<file path="src/hw/adcsq_pkg.sv">
// Package with register map, field layout and timing for the converter control.
package adcsq_pkg;
    // Register byte addresses.
    localparam logic [15:0] ADDR_RESULT_A   = 16'hFFE0;
    localparam logic [15:0] ADDR_RESULT_B   = 16'hFFE2;
    localparam logic [15:0] ADDR_RESULT_C   = 16'hFFE4;
    localparam logic [15:0] ADDR_RESULT_D   = 16'hFFE6;
    localparam logic [15:0] ADDR_CTRL_STAT  = 16'hFFE8;
    localparam logic [15:0] ADDR_TRIG_CTRL  = 16'hFFEA;
    // Control/status and trigger control field positions.
    localparam int BIT_DONE      = 7;
    localparam int BIT_IRQ_EN    = 6;
    localparam int BIT_START     = 5;
    localparam int BIT_SCAN      = 4;
    localparam int BIT_SPEED     = 3;
    localparam int BIT_GROUP     = 2;
    localparam int BIT_TRIG_EN   = 7;
    // Reset values.
    localparam logic [7:0] RESET_CTRL_STAT = 8'h00;
    localparam logic [7:0] RESET_TRIG_CTRL = 8'h7F;
    localparam logic [7:0] RESET_RESULT    = 8'h00;
    localparam logic [7:0] UNMAPPED_READ   = 8'h00;
    // Conversion time in device states for each speed setting.
    localparam int SLOW_STATES = 242;
    localparam int FAST_STATES = 122;
    // Fast-setting conversion time in ns at the 10 MHz reference clock.
    localparam real FAST_TIME_NS   = 12200.0;
    localparam real REF_PERIOD_NS  = 100.0;
    localparam real CLK_PERIOD_NS  = 25.0;
    // Cycles per device state at this clock.
    localparam int CYC_PER_STATE = int'(REF_PERIOD_NS / CLK_PERIOD_NS);
    // Cycles for one conversion at each speed.
    localparam int SLOW_CYCLES = SLOW_STATES * CYC_PER_STATE;
    localparam int FAST_CYCLES =
        int'(FAST_TIME_NS / CLK_PERIOD_NS) * 0 + FAST_STATES * CYC_PER_STATE;
    localparam int RES_BITS = 8;
    localparam int NUM_CH   = 8;
endpackage

</file>
<file path="src/hw/adcsq_sar.sv">
// Successive-approximation engine for one 8-bit conversion.
`timescale 1ns/1ps
module adcsq_sar #(
    parameter int BITS = 8
) (
    // Clock and reset.
    input  wire logic            clk_in,
    input  wire logic            resetn_in,
    // Control.
    input  wire logic            abort_in,
    input  wire logic            go_in,
    input  wire logic [15:0]     step_cycles_in,
    // Comparator.
    input  wire logic            cmp_in,
    output logic [BITS-1:0]      trial_out,
    // Result.
    output logic                 done_out,
    output logic [BITS-1:0]      result_out
);
    logic [15:0]            tick;
    logic [$clog2(BITS):0]  bit_idx;
    logic                   active;

    // Each bit trial is held for one step interval before the comparator
    // is taken, so the total time tracks the selected conversion speed.
    always_ff @(posedge clk_in) begin
        if (!resetn_in || abort_in) begin
            active     <= 1'b0;
            tick       <= 16'h0000;
            bit_idx    <= '0;
            trial_out  <= '0;
            done_out   <= 1'b0;
            result_out <= '0;
        end else begin
            done_out <= 1'b0;
            if (!active) begin
                if (go_in) begin
                    active    <= 1'b1;
                    tick      <= 16'h0000;
                    bit_idx   <= ($clog2(BITS)+1)'(BITS - 1);
                    trial_out <= {1'b1, {(BITS-1){1'b0}}};
                end
            end else if (tick != step_cycles_in - 16'h0001) begin
                tick <= tick + 16'h0001;
            end else begin
                tick <= 16'h0000;
                if (!cmp_in) begin
                    trial_out[bit_idx[$clog2(BITS)-1:0]] <= 1'b0;
                end
                if (bit_idx == '0) begin
                    active     <= 1'b0;
                    done_out   <= 1'b1;
                    result_out <= cmp_in ? trial_out
                                         : (trial_out & ~BITS'(1));
                end else begin
                    bit_idx <= bit_idx - 1'b1;
                    trial_out[bit_idx[$clog2(BITS)-1:0] - 1'b1] <= 1'b1;
                end
            end
        end
    end
endmodule

</file>
<file path="src/hw/adcsq_top.sv">
// Converter control: register file, sequencing, results and trigger.
`timescale 1ns/1ps
module adcsq_top #(
    parameter int SLOW_CYC = adcsq_pkg::SLOW_CYCLES,
    parameter int FAST_CYC = adcsq_pkg::FAST_CYCLES
) (
    // Clock and reset.
    input  wire logic        clk_in,
    input  wire logic        resetn_in,
    input  wire logic        standby_in,
    // Register port.
    input  wire logic [15:0] addr_in,
    input  wire logic [7:0]  wdata_in,
    input  wire logic        wr_in,
    input  wire logic        rd_in,
    output logic      [7:0]  rdata_out,
    // Analog front end: comparator result for the current trial.
    input  wire logic        cmp_in,
    output logic      [2:0]  mux_sel_out,
    output logic      [7:0]  dac_trial_out,
    // External trigger, active low, and interrupt.
    input  wire logic        ext_start_trigger_n_in,
    output logic             conversion_end_irq_out
);
    typedef enum logic [1:0] {ADCSQ_IDLE, ADCSQ_LAUNCH, ADCSQ_WAIT}
        adcsq_state_e;

    logic [7:0]   result_reg [4];
    logic         conversion_done_flag;
    logic         done_irq_enable;
    logic         conversion_start;
    logic         scan_mode;
    logic         conversion_speed_sel;
    logic [2:0]   channel_sel;
    logic         ext_trigger_enable;
    logic         done_seen;
    logic [2:0]   trig_sync;
    logic         trig_level;
    adcsq_state_e state;
    logic [1:0]   cur_ch;
    logic         sar_go;
    logic         sar_done;
    logic [7:0]   sar_result;
    logic [7:0]   sar_trial;
    logic         clr_all;
    logic         trig_fall;
    logic         ctrl_wr;
    logic         pass_end;
    logic         start_clr;
    logic         res_load;
    logic         scan_last;
    logic [15:0]  step_cycles;
    logic [7:0]   csr_image;
    logic [7:0]   next_rdata;

    // Register address decode, shared by read and write paths.
    function automatic logic hit(input logic [15:0] a, input logic [15:0] b);
        return a == b;
    endfunction

    // Reset clears the block; standby clears all of it but the trigger synchronizer and read data.
    assign clr_all = !resetn_in || standby_in;
    assign ctrl_wr = wr_in && hit(addr_in, adcsq_pkg::ADDR_CTRL_STAT);

    // Trigger pin passes three flops; a change counts when the last two agree.
    always_ff @(posedge clk_in) begin
        if (!resetn_in) begin
            trig_sync <= 3'h7;
        end else begin
            trig_sync <= {trig_sync[1:0], ext_start_trigger_n_in};
        end
    end

    always_ff @(posedge clk_in) begin
        if (!resetn_in) begin
            trig_level <= 1'b1;
        end else if (trig_sync[2] == trig_sync[1]) begin
            trig_level <= trig_sync[2];
        end
    end
    assign trig_fall = trig_level && (trig_sync[2] == trig_sync[1])
                       && !trig_sync[2] && ext_trigger_enable;

    // Channel finished by the engine while the sequencer waits for it.
    assign res_load  = sar_done && (state == ADCSQ_WAIT);
    // Last channel of the scan group.
    assign scan_last = cur_ch == channel_sel[1:0];
    assign pass_end  = res_load && (scan_last || !scan_mode);
    assign start_clr = pass_end && !scan_mode;

    always_ff @(posedge clk_in) begin
        if (clr_all) begin
            done_irq_enable <= adcsq_pkg::RESET_CTRL_STAT[6];
        end else if (ctrl_wr) begin
            done_irq_enable <= wdata_in[adcsq_pkg::BIT_IRQ_EN];
        end
    end

    always_ff @(posedge clk_in) begin
        if (clr_all) begin
            scan_mode <= adcsq_pkg::RESET_CTRL_STAT[4];
        end else if (ctrl_wr) begin
            scan_mode <= wdata_in[adcsq_pkg::BIT_SCAN];
        end
    end

    always_ff @(posedge clk_in) begin
        if (clr_all) begin
            conversion_speed_sel <= adcsq_pkg::RESET_CTRL_STAT[3];
        end else if (ctrl_wr) begin
            conversion_speed_sel <= wdata_in[adcsq_pkg::BIT_SPEED];
        end
    end

    always_ff @(posedge clk_in) begin
        if (clr_all) begin
            channel_sel <= adcsq_pkg::RESET_CTRL_STAT[2:0];
        end else if (ctrl_wr) begin
            channel_sel <= wdata_in[adcsq_pkg::BIT_GROUP:0];
        end
    end

    always_ff @(posedge clk_in) begin
        if (clr_all) begin
            conversion_start <= adcsq_pkg::RESET_CTRL_STAT[5];
        end else if (trig_fall) begin
            conversion_start <= 1'b1;
        end else if (ctrl_wr) begin
            conversion_start <= wdata_in[adcsq_pkg::BIT_START];
        end else if (start_clr) begin
            conversion_start <= 1'b0;
        end
    end

    always_ff @(posedge clk_in) begin
        if (clr_all) begin
            done_seen <= 1'b0;
        end else if (rd_in && hit(addr_in, adcsq_pkg::ADDR_CTRL_STAT)
                     && conversion_done_flag) begin
            done_seen <= 1'b1;
        end else if (!conversion_done_flag) begin
            done_seen <= 1'b0;
        end
    end

    // Done flag: hardware set wins over a software clear in the same cycle.
    always_ff @(posedge clk_in) begin
        if (clr_all) begin
            conversion_done_flag <= adcsq_pkg::RESET_CTRL_STAT[7];
        end else if (pass_end) begin
            conversion_done_flag <= 1'b1;
        end else if (ctrl_wr && !wdata_in[adcsq_pkg::BIT_DONE] && done_seen) begin
            conversion_done_flag <= 1'b0;
        end
    end

    // Trigger control register; low bits are fixed ones.
    always_ff @(posedge clk_in) begin
        if (clr_all) begin
            ext_trigger_enable <= adcsq_pkg::RESET_TRIG_CTRL[7];
        end else if (wr_in && hit(addr_in, adcsq_pkg::ADDR_TRIG_CTRL)) begin
            ext_trigger_enable <= wdata_in[adcsq_pkg::BIT_TRIG_EN];
        end
    end

    // Sequencer: launches each channel and walks the scan group.
    always_ff @(posedge clk_in) begin
        if (clr_all) begin
            state  <= ADCSQ_IDLE;
            cur_ch <= 2'h0;
            sar_go <= 1'b0;
        end else begin
            sar_go <= 1'b0;
            case (state)
                ADCSQ_IDLE: begin
                    if (conversion_start) begin
                        cur_ch <= scan_mode ? 2'h0 : channel_sel[1:0];
                        state  <= ADCSQ_LAUNCH;
                    end
                end
                ADCSQ_LAUNCH: begin
                    sar_go <= 1'b1;
                    state  <= ADCSQ_WAIT;
                end
                ADCSQ_WAIT: begin
                    if (!conversion_start) begin
                        state <= ADCSQ_IDLE;
                    end else if (sar_done) begin
                        if (!scan_mode) begin
                            state <= ADCSQ_IDLE;
                        end else begin
                            cur_ch <= pass_end ? 2'h0 : cur_ch + 2'h1;
                            state  <= ADCSQ_LAUNCH;
                        end
                    end
                end
                default: begin
                    state <= ADCSQ_IDLE;
                end
            endcase
        end
    end

    generate
        for (genvar i = 0; i < 4; i++) begin : g_res
            always_ff @(posedge clk_in) begin
                if (clr_all) begin
                    result_reg[i] <= adcsq_pkg::RESET_RESULT;
                end else if (res_load && cur_ch == 2'(i)) begin
                    result_reg[i] <= sar_result;
                end
            end
        end
    endgenerate

    // Step length per bit for the selected speed.
    assign step_cycles = conversion_speed_sel ? 16'(FAST_CYC / 8)
                                              : 16'(SLOW_CYC / 8);

    adcsq_sar #(
        .BITS (adcsq_pkg::RES_BITS)
    ) u_sar (
        .clk_in         (clk_in),
        .resetn_in      (resetn_in),
        .abort_in       (standby_in || !conversion_start),
        .go_in          (sar_go),
        .step_cycles_in (step_cycles),
        .cmp_in         (cmp_in),
        .trial_out      (sar_trial),
        .done_out       (sar_done),
        .result_out     (sar_result)
    );

    // Front-end outputs, registered.
    // Group bit forms the top bit of the channel index.
    always_ff @(posedge clk_in) begin
        if (clr_all) begin
            mux_sel_out <= 3'h0;
        end else begin
            mux_sel_out <= {channel_sel[2], cur_ch};
        end
    end

    always_ff @(posedge clk_in) begin
        if (clr_all) begin
            dac_trial_out <= 8'h00;
        end else begin
            dac_trial_out <= sar_trial;
        end
    end

    always_ff @(posedge clk_in) begin
        if (clr_all) begin
            conversion_end_irq_out <= 1'b0;
        end else begin
            conversion_end_irq_out <= conversion_done_flag
                                      && done_irq_enable;
        end
    end

    // Status image as software sees it.
    assign csr_image = {conversion_done_flag, done_irq_enable,
                        conversion_start, scan_mode,
                        conversion_speed_sel, channel_sel};

    always_comb begin
        next_rdata = adcsq_pkg::UNMAPPED_READ;
        if (rd_in) begin
            case (addr_in)
                adcsq_pkg::ADDR_RESULT_A: begin
                    next_rdata = result_reg[0];
                end
                adcsq_pkg::ADDR_RESULT_B: begin
                    next_rdata = result_reg[1];
                end
                adcsq_pkg::ADDR_RESULT_C: begin
                    next_rdata = result_reg[2];
                end
                adcsq_pkg::ADDR_RESULT_D: begin
                    next_rdata = result_reg[3];
                end
                adcsq_pkg::ADDR_CTRL_STAT: begin
                    next_rdata = csr_image;
                end
                adcsq_pkg::ADDR_TRIG_CTRL: begin
                    next_rdata = {ext_trigger_enable, 7'h7F};
                end
                default: begin
                    next_rdata = adcsq_pkg::UNMAPPED_READ;
                end
            endcase
        end
    end

    always_ff @(posedge clk_in) begin
        if (!resetn_in) begin
            rdata_out <= adcsq_pkg::UNMAPPED_READ;
        end else begin
            rdata_out <= next_rdata;
        end
    end
endmodule

</file>
<file path="config.mk">
export PLATFORM = sky130hd
export DESIGN_NAME = adcsq_top
export DESIGN_NICKNAME = d
export VERILOG_FILES = /design/src/hw/adcsq_pkg.sv /design/src/hw/adcsq_sar.sv /design/src/hw/adcsq_top.sv
export SDC_FILE = /design/constraint.sdc
export NUM_CORES = 1
export LEC_CHECK = 0
export BUFFER_PORTS_ARGS = -buffer_cell sky130_fd_sc_hd__buf_2
export CAP_MARGIN = 15
export CORE_MARGIN = 4
export CORE_UTILIZATION = 55
export CTS_CLUSTER_DIAMETER = 120
export CTS_CLUSTER_SIZE = 28
export DETAILED_ROUTE_END_ITERATION = 8
export HOLD_SLACK_MARGIN = 0.02
export PLACE_DENSITY = 0.75
export SLEW_MARGIN = 15
export SYNTH_ARGS = -nofsm -noshare
export SYNTH_HDL_FRONTEND = slang
export SYNTH_SLANG_ARGS = --single-unit
</file>
<file path="constraint.sdc">
create_clock -name clk_in -period 6.3 [get_ports clk_in]
set_input_delay 0 -clock clk_in [delete_from_list [all_inputs] [get_ports clk_in]]
set_output_delay 0 -clock clk_in [all_outputs]
set_load 0.01 [all_outputs]
</file>
Word-level counts from Yosys, hierarchy flattened

Memory sizes are Yosys's and may differ from the RTL's.
Cells that the tools add are included.
W data, S select, Z words.

Flip-flop bits (word level): 77
RAM bits: 32
Input bits: 31
Word-level logic and storage cells: 171
Memories: 1

Add/subtract/negate cells: 5
$lt $le $gt $ge: 4
Eq/ne operators: 22
Multiplexer cells: 65
Bitwise operators: 9
Reduce and logical (&&, ||, !) cells: 42

Memories:

| memory     | words | bits a word | read ports | clocked after memory_dff | write ports | line            | RTL |
|---|---|---|---|---|---|---|---|
| result_reg | 4     | 8           | 4          | 0                        | 4           | adcsq_top.sv:28 | `logic [7:0] result_reg [4];` |

Operators by type and width:

| kind                    | count |
|---|---|
| $eq A16 B16 Y1 const B  | 6 |
| $mux W8                 | 12 |
| $mux W16                | 3 |
| $pmux W8 S6             | 1 |
| $mux W1                 | 31 |
| $logic_and A1 B1 Y1     | 19 |
| $mux W2                 | 9 |
| $add A16 B1 Y16 const B | 1 |
| $mux W4                 | 4 |
| $ne A16 B16 Y1          | 1 |
| $ne A2 B2 Y1 const B    | 5 |
| $and A8 B8 Y8           | 1 |
| $lt A3 B4 Y1 const B    | 2 |
| $not A8 Y8              | 1 |
| $or A8 B8 Y8            | 1 |
| $sub A7 B1 Y8 const B   | 1 |
| $mux W7                 | 1 |
| $demux W1 S3            | 2 |
| $eq A2 B2 Y1 const B    | 3 |
| $ge A3 B1 Y1 const B    | 2 |
| $pmux W2 S3             | 1 |
| $reduce_and A2 Y1       | 3 |
| $reduce_and A3 Y1       | 2 |
| $reduce_bool A2 Y1      | 3 |
| 18 further kinds        | 32 |

Longest topological paths before layout

Word-level depth: 14
Gate-level depth with buffers: 8

Hierarchy

Synthesis repeated with hierarchy kept, for this count alone.

Cells, all modules: 578
Area, all modules: 5,367.6 µm²

By module, submodules not included:

| module    | times used | cells each | area an instance (µm²) |
|---|---|---|---|
| adcsq_top | 1          | 281        | 2,989.1 |
| adcsq_sar | 1          | 297        | 2,378.5 |

Worst setup path after synthesis

Ideal clock, no wire load.

Path type: reg-to-reg
From: register u_sar.bit_idx[0]
To: register u_sar.result_out[1]
Library setup time: 0.128 ns
Arrival time: 1.980 ns
Setup slack: 4.192 ns
Stages on the path, launching flop included: 7
Buffers on the path: 0
Clock period less this slack: 2.108 ns
Cells stage by stage: dfxtp_1 > inv_1 > ha_1 > or3b_2 > nor4_4 > mux2i_1 > nor2_1

Word-level cells in the longest chain between the ends: 2

RTL lines:

| item                               | line            | RTL |
|---|---|---|
| start: declaration                 | adcsq_sar.sv:21 | `logic [$clog2(BITS):0] bit_idx;` |
| start signal: assignment           | adcsq_sar.sv:40 | `bit_idx <= ($clog2(BITS)+1)'(BITS - 1);` |
| start signal: assignment           | adcsq_sar.sv:56 | `bit_idx <= bit_idx - 1'b1;` |
| $logic_not A4 Y1                   | adcsq_sar.sv:50 | `if (bit_idx == '0) begin` |
| $reduce_and A3 Y1 (no source line) | --              |  |
| end signal: assignment             | adcsq_sar.sv:53 | `result_out <= cmp_in ? trial_out` |
| end: declaration                   | adcsq_sar.sv:18 | `output logic [BITS-1:0] result_out` |

Every way passes these cells.
A chain may end at the register's enable or synchronous reset.

Final worst setup path

From: input port addr_in[2]
To: register done_irq_enable

Word-level cells in the longest chain between the ends: 2

RTL lines:

| item                   | line            | RTL |
|---|---|---|
| start: declaration     | adcsq_top.sv:12 | `input wire logic [15:0] addr_in,` |
| $eq A16 B16 Y1         | adcsq_top.sv:58 | `return a == b;` |
| $logic_and A1 B1 Y1    | adcsq_top.sv:63 | `assign ctrl_wr = wr_in && hit(addr_in, adcsq_pkg::ADDR_CTRL_STAT);` |
| end signal: assignment | adcsq_top.sv:93 | `done_irq_enable <= adcsq_pkg::RESET_CTRL_STAT[6];` |
| end signal: assignment | adcsq_top.sv:95 | `done_irq_enable <= wdata_in[adcsq_pkg::BIT_IRQ_EN];` |
| end: declaration       | adcsq_top.sv:30 | `logic done_irq_enable;` |

Every way passes these cells.

==> metrics.txt <==
LEAKAGE approximately 2.2 nW; Final nets 575; Mapped Nets 513; CTS Hold Bufs 16; Slew @ Worst Pin approximately 0.94 ns; DP HPWL around 7.4 mm; initial antenna violation count 0; Post-DRT Antenna Nets 0; postcts setup bufs 0; Clock Skew ~0.016 ns; min Tclk post-route ~2.5 ns; Avg Synthesized Cell Area just over 10 sq um; Crit Path Category primary input to register; Slew HR 0.3669; Synth Cell Area approximately 5000 sq um; Synth-to-Final Area Change 13.79%; ranking of synthesized cells by area dfxtp_1, edfxtp_1, and3_1; Die ar. between 10000 and 15000 sq um; Worst EP required ~6.6 ns; drc violations 0; Yosys top cell by area dfxtp_1; Worst VDD drop around 0.096 mV; cts repair resizes 0; first-pass GRT wire length roughly 18 mm; die height 102.0 microns; ANT cells 0; clock root cell clkbuf_8; # clock sinks around 110; RePlAce Congestion around 0.9; Crit. Startpoint addr_in[2]; vias in the first global route roughly 3700; Synth Flop Type dfxtp_1; Yosys reg bits approximately 110; placed insts 617; Vias about 3800; Iteration-0 DRC Markers about 190; max FFs per register 32; Worst Path Arrival between 2 and 3 ns; startpoint class of the critical path primary input; Tcrit/Tclk final 0.4013; Core Area between 8000 and 9000 sq um; R2R Path Start u_sar.bit_idx[0]; synth unique cells 60; I/O pin total 51; final cell count without fillers roughly 650; largest net degree at the start of global routing 33; Initial Util 0.5622; PD cells ~210 nW/um^2; Pre-antenna DRT Iters 4; sequential area share after synthesis 0.5155; die width around 100 microns; DR WL/cell roughly 17 microns; fin area roughly 5500 sq um; gr usage total 0.2141; Max Clk Rate around 400 MHz; CTS max path bufs 2; yosys warns 0; status finished clean; RSZ-0062 raised after global routing no; Final Max Slew Viols 0; Port Buf Inserts 50; H-tree depth 3; Synth async-reset ratio 0; Hold Crit Start wr_in; Num CTS Buffers 9; critical path capture point type register; Worst-path clk slew ~0.10 ns; FP Rows 34; total detailed-routing wirelength 10.73 mm; FILL cells 691; setup violators final 0; worst skew pair latency 0.38 ns; Final Hold Vio Count 0; Yosys top cell area share 0.3175; max_cap viols 0; Hold Crit Class primary input to register; share of cells above drive strength 1 0.1756; grt ovf 0; setup total negative slack 0 ns; Mapped Cells between 400 and 500; vias per inst 5.837; CTS tree yes; DP Area 5189 sq um; Crit Path Max Fanout 8; Post-synth EDFFs 32
-- kinds of logic (layout without fill, tap and decap cells) --
kind of cell,count (synthesis),after routing,synth area share
AOI/OAI and AO/OA,90,90,0.1250
xor gates and xnor gates,8,8,0.01443
adders and majority gates,8,8,0.02062
buffers and inverters,29,96,0.02294
DFF,109,109,0.5155
muxes,29,29,0.06624
and+or+nand+nor,201,201,0.2353
-- through the flow --
step | worst slack, ns | total power [mW] | hold WS [ns] | util
3_3_place_gp | 4.041 | 0.7858 | 0.1808 | 0.6008
3_5_place_dp | 4.012 | 0.7870 | 0.1867 | 0.6008
2_1_floorplan | 4.192 | 0.7684 | 0.07304 | -
4_1_cts | 3.798 | 1.171 | 0.03421 | 0.6397
5_1_grt | 3.460 | 1.200 | 0.07495 | 0.6397
6_report | 3.772 | 1.166 | 0.05190 | 0.6397
-- report_power, final --
group          switching [mW]  internal (mW)
Clock                   0.239          0.148
Sequential            0.00300          0.731
Combinational          0.0221         0.0221
Total                   0.265          0.901
-- layer usage --
| metal | vias up | global-route usage | wire length (microns) | part of all wire |
|---|---|---|---|---|
| met5 | - | 0 | 0 | 0 |
| met4 | 0 | 0.07770 | 182 | 0.017 |
| met3 | 17 | 0.02799 | 453 | 0.042 |
| met2 | 91 | 0.3798 | 5387 | 0.50 |
| met1 | 1806 | 0.2678 | 4702 | 0.44 |
| li1 | 1874 | - | - | - |
-- final cells by class --
type / instances / area, sq um / share of cell area
clock inverters: 6 / 47.55 / 0.008607
flip-flops and latches: 109 / 2502 / 0.4530
repair buffers: 68 / 425.4 / 0.07701
well taps: 108 / 135.1 / 0.02446
multi-input cells: 336 / 2241 / 0.4057
inverters: 12 / 45.04 / 0.008154
clock buffers: 10 / 127.6 / 0.02310
-- synth_stat cells, types with 12 or more instances --
| cell | n |
|---|---|
| a21oi_1 | 26 |
| mux2_2 | 15 |
| nor2_1 | 34 |
| mux2i_1 | 13 |
| and2_1 | 13 |
| dfxtp_1 | 77 |
| and3_1 | 37 |
| o21ai_0 | 18 |
| nor3_1 | 13 |
| inv_1 | 12 |
| edfxtp_1 | 32 |
| nand2_1 | 35 |
| clkbuf_1 | 15 |
| nand3_1 | 16 |
| a22oi_1 | 12 |
-- path summary, 6_finish.rpt --
kind                          endpoint  slack, ns  cells past startpoint
hold reg to reg           trig_sync[1]       0.42                      1
hold / removal    conversion_done_flag       0.05                      3
setup reg to reg   u_sar.result_out[1]       3.97                      6
setup / recovery       done_irq_enable       3.77                      8
-- worst max-delay path: stages --
cell,delay [ns]
dlygate4sd3_1,0.53
buf_2,0.14
nand4b_1,0.20
nor4_1,0.74
nor2b_1,0.38
nand3_1,0.11
dlygate4sd3_1,0.57
a21oi_1,0.15
-- cells in the final DEF (no fill, tap or decap), drive strengths merged, types with 12 or more instances in the layout --
cell / netlist / routed
nand2: 35 / 35
buf: 2 / 52
a21oi: 26 / 26
o21ai: 18 / 18
dlygate4sd3: 0 / 16
mux2i: 13 / 13
nor2: 34 / 34
edfxtp: 32 / 32
nor3: 13 / 13
and2: 13 / 13
nand3: 16 / 16
dfxtp: 77 / 77
a22oi: 12 / 12
inv: 12 / 14
and3: 37 / 37
mux2: 15 / 15
(Power assumes the default switching activity.)
